<file path="src/sslc_pkg.sv">
// Package of constants and types for the sleep state controller
package sslc_pkg;
  // ----------------------------------------
  // Power states
  // ----------------------------------------
  typedef enum logic [2:0] {
    st_run   = 3'b001,
    st_grant = 3'b010,
    st_sleep = 3'b100
  } sslc_state_type;

  // ----------------------------------------
  // Clock gate vector layout
  // ----------------------------------------
  localparam int unsigned gate_bus = 0;
  localparam int unsigned gate_apic = 1;
  localparam int unsigned gate_core = 2;
  localparam int unsigned gate_width = 3;
  localparam logic [2:0] gate_all = 3'h7;
  localparam logic [2:0] gate_grant = 3'h3;
  localparam logic [2:0] gate_none = 3'h0;

  // ----------------------------------------
  // Timing
  // ----------------------------------------
  localparam int unsigned sync_stages = 2;
  localparam logic [1:0] sync_reset = 2'h3;
endpackage

</file>
<file path="src/sslc_sync_if.sv">
// Interface carrying synchronised request levels
`timescale 1ns/1ps
`default_nettype none
interface sslc_sync_if;
  logic stop_req;
  logic sleep_req;
  modport producer (output stop_req, output sleep_req);
  modport consumer (input stop_req, input sleep_req);
endinterface
`default_nettype wire

</file>
<file path="src/sslc_ctrl.sv">
// Sleep state controller: running, stop-grant and sleep clock gating
//
// Operation
// - Sleep is entered from the sleep request only while in stop-grant.
// - In sleep all unit clocks stop; only the PLL and bus clock enables stay on.
// - In sleep, snoops are not answered and interrupts not accepted.
// - In sleep only sleep release and reset are recognised; stop-clock is ignored.
// - Sleep request release returns to stop-grant, restarting bus and APIC clocks.
// - Stop-clock request issues a grant acknowledge and stops core clocks in the same cycle.
// - Stop-grant keeps snoops and interrupts; stop-clock release resumes all clocks.
// - Stop-clock request is synchronised internally; the bus clock is untouched.
`timescale 1ns/1ps
`default_nettype none
module sslc_ctrl (
  input wire logic clock_in,
  input wire logic nrst_in,
  input wire logic clock_stop_request_n_in,
  input wire logic sleep_request_n_in,
  input wire logic snoop_in,
  input wire logic interrupt_in,
  output logic grant_ack_out,
  output logic [2:0] clock_enable_out,
  output logic pll_enable_out,
  output logic bus_clock_enable_out,
  output logic snoop_enable_out,
  output logic snoop_taken_out,
  output logic interrupt_taken_out,
  output logic executing_out,
  output logic sleeping_out
);
  sslc_pkg::sslc_state_type state;
  sslc_pkg::sslc_state_type next_state;
  sslc_sync_if req_if ();

  // ----------------------------------------
  // Request synchronisation
  // ----------------------------------------
  sslc_sync u_sync (
    .clock_in(clock_in),
    .nrst_in(nrst_in),
    .clock_stop_request_n_in(clock_stop_request_n_in),
    .sleep_request_n_in(sleep_request_n_in),
    .sync_out(req_if.producer)
  );

  // ----------------------------------------
  // State transitions
  // ----------------------------------------
  always_comb begin
    next_state = state;
    unique case (state)
      sslc_pkg::st_run: begin
        if (req_if.stop_req) begin
          next_state = sslc_pkg::st_grant;
        end
      end
      sslc_pkg::st_grant: begin
        if (req_if.sleep_req) begin
          next_state = sslc_pkg::st_sleep;
        end else if (!req_if.stop_req) begin
          next_state = sslc_pkg::st_run;
        end
      end
      sslc_pkg::st_sleep: begin
        // Only sleep release leaves; snoop and interrupt are unseen
        if (!req_if.sleep_req) begin
          next_state = sslc_pkg::st_grant;
        end
      end
      default: begin
        next_state = sslc_pkg::st_run;
      end
    endcase
  end

  always_ff @(posedge clock_in or negedge nrst_in) begin
    if (!nrst_in) begin
      state <= sslc_pkg::st_run;
    end else begin
      state <= next_state;
    end
  end

  // ----------------------------------------
  // Grant acknowledge transaction
  // ----------------------------------------
  always_ff @(posedge clock_in or negedge nrst_in) begin
    if (!nrst_in) begin
      grant_ack_out <= 1'b0;
    end else begin
      grant_ack_out <= (state == sslc_pkg::st_run) && req_if.stop_req;
    end
  end

  // ----------------------------------------
  // Clock gating and responses
  // ----------------------------------------
  always_ff @(posedge clock_in or negedge nrst_in) begin
    if (!nrst_in) begin
      clock_enable_out <= sslc_pkg::gate_all;
    end else begin
      unique case (next_state)
        sslc_pkg::st_run: clock_enable_out <= sslc_pkg::gate_all;
        sslc_pkg::st_grant: clock_enable_out <= sslc_pkg::gate_grant;
        sslc_pkg::st_sleep: clock_enable_out <= sslc_pkg::gate_none;
        default: clock_enable_out <= sslc_pkg::gate_all;
      endcase
    end
  end

  always_ff @(posedge clock_in or negedge nrst_in) begin
    if (!nrst_in) begin
      snoop_taken_out <= 1'b0;
      interrupt_taken_out <= 1'b0;
    end else begin
      snoop_taken_out <= snoop_in && (state != sslc_pkg::st_sleep);
      interrupt_taken_out <= interrupt_in && (state != sslc_pkg::st_sleep);
    end
  end

  assign pll_enable_out = 1'b1;
  assign bus_clock_enable_out = 1'b1;
  assign snoop_enable_out = state != sslc_pkg::st_sleep;
  assign executing_out = state == sslc_pkg::st_run;
  assign sleeping_out = state == sslc_pkg::st_sleep;
endmodule
`default_nettype wire

</file>
<file path="src/sslc_sync.sv">
// Two-stage synchroniser for the active-low request inputs
`timescale 1ns/1ps
`default_nettype none
module sslc_sync (
  input wire logic clock_in,
  input wire logic nrst_in,
  input wire logic clock_stop_request_n_in,
  input wire logic sleep_request_n_in,
  sslc_sync_if.producer sync_out
);
  logic [sslc_pkg::sync_stages-1:0] stop_meta;
  logic [sslc_pkg::sync_stages-1:0] sleep_meta;

  // ----------------------------------------
  // Synchronisers, reset to deasserted (high)
  // ----------------------------------------
  always_ff @(posedge clock_in or negedge nrst_in) begin
    if (!nrst_in) begin
      stop_meta <= sslc_pkg::sync_reset;
    end else begin
      stop_meta <= {stop_meta[sslc_pkg::sync_stages-2:0], clock_stop_request_n_in};
    end
  end

  always_ff @(posedge clock_in or negedge nrst_in) begin
    if (!nrst_in) begin
      sleep_meta <= sslc_pkg::sync_reset;
    end else begin
      sleep_meta <= {sleep_meta[sslc_pkg::sync_stages-2:0], sleep_request_n_in};
    end
  end

  assign sync_out.stop_req = ~stop_meta[sslc_pkg::sync_stages-1];
  assign sync_out.sleep_req = ~sleep_meta[sslc_pkg::sync_stages-1];
endmodule
`default_nettype wire

</file>
<file path="config.mk">
export PLATFORM = sky130hd
export DESIGN_NAME = sslc_ctrl
export DESIGN_NICKNAME = d
export VERILOG_FILES = /design/src/sslc_pkg.sv /design/src/sslc_sync_if.sv /design/src/sslc_ctrl.sv /design/src/sslc_sync.sv
export SDC_FILE = /design/constraint.sdc
export NUM_CORES = 1
export LEC_CHECK = 0
export BUFFER_PORTS_ARGS = -buffer_cell sky130_fd_sc_hd__buf_2
export CAP_MARGIN = 20
export CORE_AREA = 2 2 39 41
export CTS_CLUSTER_DIAMETER = 30
export DETAILED_ROUTE_END_ITERATION = 10
export DIE_AREA = 0 0 41 43
export GPL_TIMING_DRIVEN = 0
export PLACE_DENSITY = 0.62
export SYNTH_ARGS = -nofsm -noshare
export SYNTH_HDL_FRONTEND = slang
export SYNTH_SLANG_ARGS = --single-unit
</file>
<file path="constraint.sdc">
create_clock -name clock_in -period 1.4 [get_ports clock_in]
set_input_delay 0.07 -clock clock_in [delete_from_list [all_inputs] [get_ports clock_in]]
set_output_delay 0.07 -clock clock_in [all_outputs]
set_load 0.05 [all_outputs]
</file>
=== Word level (Yosys, flattened, before mapping) ===
Index checks and enable logic that the tools add are counted.

* Eq/ne operators: 6
* Muxes and demuxes: 6
* Bitwise gates (word level): 1
* Reduce and logical (&&, ||, !) cells: 3

{| class="wikitable"
|+ Operators by type and width
! kind !! count
|-
| 3-bit 2-to-1 mux || 4
|-
| 3-bit case mux with 3 select lines || 1
|-
| 3-bit by 2-bit equality test with 1-bit output (second input constant) || 2
|-
| 3-bit equality test (second input constant) || 2
|-
| 3-bit case mux with 2 select lines || 1
|-
| 3-bit by 1-bit equality test with 1-bit output (second input constant) || 1
|-
| 1-bit logical AND || 3
|-
| 3-bit inequality test (second input constant) || 1
|-
| 1-bit NOT || 1
|}

* Bits in registers: 13
* Input bits: 6
* Output and inout port bits: 11
* Logic and storage cells: 23

=== Depth between registers and ports, before layout ===
* Depth after elaboration: 5
* Gate-level depth with buffers: 3
* Depth with buffers taken out: 2

=== Modules after synthesis ===
Synthesis repeated with hierarchy kept, for this count alone.

* Cell total of the unflattened synthesis: 35
* Area, all modules: 485.5 um2

{| class="wikitable"
|+ Modules (own cells, without submodules)
! module !! instances !! cells each !! area each (um2)
|-
| sslc_ctrl || 1 || 29 || 372.9
|-
| sslc_sync || 1 || 6 || 112.6
|}

=== Worst setup path before layout ===
OpenSTA, ideal clock, no wires.

* Path type: register to output
* Start: register state[1]
* End: output snoop_enable_out
* Arrival time: 1.807 ns
* Required time: 1.330 ns
* Slack: -0.477 ns
* Cell stages (with the launch flop): 4
* Path buffers: 1
* Cell sequence: dfrtp_1 buf_2 nor3b_2 inv_1

* Longest elaborated chain between the ends: 1

{| class="wikitable"
|+ RTL lines
! item !! RTL line !! RTL
|-
| start, declared || sslc_ctrl.sv:31 || <nowiki>sslc_pkg::sslc_state_type state;</nowiki>
|-
| start signal, assigned || sslc_ctrl.sv:78 || <nowiki>state <= sslc_pkg::st_run;</nowiki>
|-
| start signal, assigned || sslc_ctrl.sv:80 || <nowiki>state <= next_state;</nowiki>
|-
| 3-bit inequality test || sslc_ctrl.sv:123 || <nowiki>assign snoop_enable_out = state != sslc_pkg::st_sleep;</nowiki>
|-
| end, declared || sslc_ctrl.sv:25 || <nowiki>output logic snoop_enable_out,</nowiki>
|}

No other way between the ends.

=== Worst setup path after layout ===
Ends and elaborated chain as after synthesis.

==> results.cfg <==
[cts]
clock_latency_ns = 0.27
cts_buffers = 3
cts_buffer_depth = 2
clk_pin_slew_ns = 0.07
tritoncts = yes
cts.sinks = 12
htree_levels = 1
cts-root-buf = clkbuf_4

[routing]
vias_per_cell = 4.455
first_iter_violations = 9
wl_per_cell_um = 11.17
num_vias = 343
drcViolationCount = 0
drtAntennaViolNets = 0
wirelength_um = 860
first_pass_iters = 4

[critical_path]
cp_num_cells = 4
cp_slowest_cell = dfrtp_1
crit_chain = buf_6 -> nor3b_4 -> inv_1 -> buf_6
cp-end-kind = primary output
crit_arrival_ns = 1.28
cpPeakStageDelay_ns = 0.38
path_buf_inv = 3
worstPathMaxFanout = 5
cp-start-kind = register
r2r_cells = 5
crit_family = flip-flops
worstSetupPathType = register to primary output
crit_start = state[1]
r2r-start = state[1]
cpMostUsedCell = buf_6
required_ns = 1.33

[global_routing]
grt_max_degree = 13
grtUsageMet2_pct = 15.31
track_usage_pct = 11.05
antenna_found_initial = 0
top_usage_layer = met2
grt_pass1_vias = 287
grtUsageMet1_pct = 12.96
grt_remaining_overflow = 0
grt_pass1_wl_um = 1242
use_met3_pct = 6.283

[layout]
fin_area_um2 = 713.2
mostFrequentLayoutCell = buf_2
final_cells = 77
diodes = 0
area_growth_pct = 50.40
layout-drive-gt1-share_pct = 63.93
layout_common_cells = buf_2, buf_4, dfstp_2
fillCellCount = 128
fin_nets = 68

[power]
p_leak_nw = 0.3265
irDropWorstVdd_v = 0.0007970
power_density_nw_per_um2 = 1975
totalPowerFinal_w = 0.001408

[logic_synthesis]
yosysSeqAreaShare_pct = 65.17
ys.flop_type = dfstp_2
synth_edf_count = 0
postSynth.asyncResetShare_pct = 100.0
avgSynthCellArea_um2 = 14.37
synth_cells = 33
yosys_warnings = 0
synth_cell_types = 18
ys_seq_elements = 12
syn-cell-area_um2 = 474.2

[floorplanning]
fp.dieW_um = 41
die-area_um2 = 1763
start_util_pct = 34.27
fp.dieH_um = 43
core-area_um2 = 1384
rows = 14
num_io_pins = 17

[min_path]
min_path_type = primary input to register
holdCritStartpoint = interrupt_in
min_path_cells = 2

[placed_design]
gp_congestion = 0.7467
dpl.cell_count = 64
io_buffers = 14
dpl-instance-area_um2 = 579.3

[timing]
hold_violations = 0
min_period_ns = 1.346
drv_slew = 0
finClkSkew_ns = 0.001192
rsz0062_at_grt = true
setup_viol = 0
max_freq_ghz = 0.7432
fin_crit_sh_pct = 96.11

[job]
drv_cap = 0

[run_status]
status = completed
==> cell usage after synthesis (2+ instances only) <==
| master | number | share of area (%) |
|---|---|---|
| dfrtp_1 | 5 | 26 |
| nor2b_1 | 2 | 2.6 |
| dfstp_2 | 7 | 39 |
| a311oi_1 | 2 | 3.7 |
| buf_4 | 3 | 4.7 |
| inv_1 | 2 | 1.6 |
==> registers in the layout, summed over array words and instances (netlist names) <==
name and cells:
u_sync.sleep_meta 2, clock_enable_out 2, state 3, interrupt_taken_out 1
snoop_taken_out 1, u_sync.stop_meta 2, grant_ack_out 1
==> worst paths after layout <==
| check | slack, ns | endpoint |
|---|---|---|
| max in group asynchronous | 0.95 | u_sync.stop_meta[0] |
| min | 0.03 | interrupt_taken_out |
| min reg2reg | 0.36 | u_sync.stop_meta[1] |
| min in group asynchronous | 0.19 | state[2] |
| max reg2reg | 0.08 | state[1] |
| max | 0.05 | snoop_enable_out |
==> metal layers <==
| metal | up-vias | part of all wire (%) |
|---|---|---|
| li1 | 167 | - |
| met1 | 162 | 42 |
| met2 | 12 | 51 |
| met3 | 2 | 5.8 |
| met4 | 0 | 1.2 |
| met5 | - | 0 |
==> worst reg2reg max path, stage by stage, from the launching register on <==
cell     delay, ns
dfrtp_1       0.38
buf_6         0.13
buf_4         0.13
buf_4         0.14
nor4b_4       0.34
a211o_1       0.15
==> power by group <==
group | switching [W] | internal [W]
Sequential | 0.0000564 | 0.000443
Combinational | 0.000383 | 0.000257
Clock | 0.000112 | 0.000158
==> cells by family (layout without fill, tap and decap cells) <==
family          count (synthesis)  after routing  share of synthesized area, %
flops                          12             12                         65.17
simple gates                    9              9                         18.21
buf+inv                         6             33                         7.387
compound gates                  4              4                         6.596
other cells                     1              2                        0.7908
xor+xnor                        1              1                         1.847
==> layout make-up <==
type | count | area [µm²] | share of cell area [%]
flip-flops and latches | 12 | 310.3 | 43.51
repair buffers | 23 | 160.2 | 22.46
multi-input cells | 16 | 145.1 | 20.35
clock buffers | 4 | 36.28 | 5.088
plain buffers | 4 | 33.78 | 4.737
well taps | 16 | 20.02 | 2.807
inverters | 2 | 7.507 | 1.053
==> stage by stage <==
stage	setup slack (ns)	utilization (%)	hold slack [ns]	TNS, ns
final	0.05443	51.54	0.02804	0
after global routing	-0.009822	51.54	0.02294	-0.009822
after CTS	0.001429	48.28	0.01180	0
after detailed placement	0.1751	41.86	-0.04320	0
after global placement	0.1884	41.86	-0.04795	0
after floorplan	-0.1926	-	-0.2256	-0.1926
==> timing repair <==
action	in CTS	in global routing
setup endpoints to repair	3	3
gates cloned	0	0
gates resized for setup	6	2
pin swaps	1	1
hold buffers	3	0
setup buffers	1	5
endpoints found under the hold margin	14	0
Note: power is estimated with default switching activity, not from simulation.
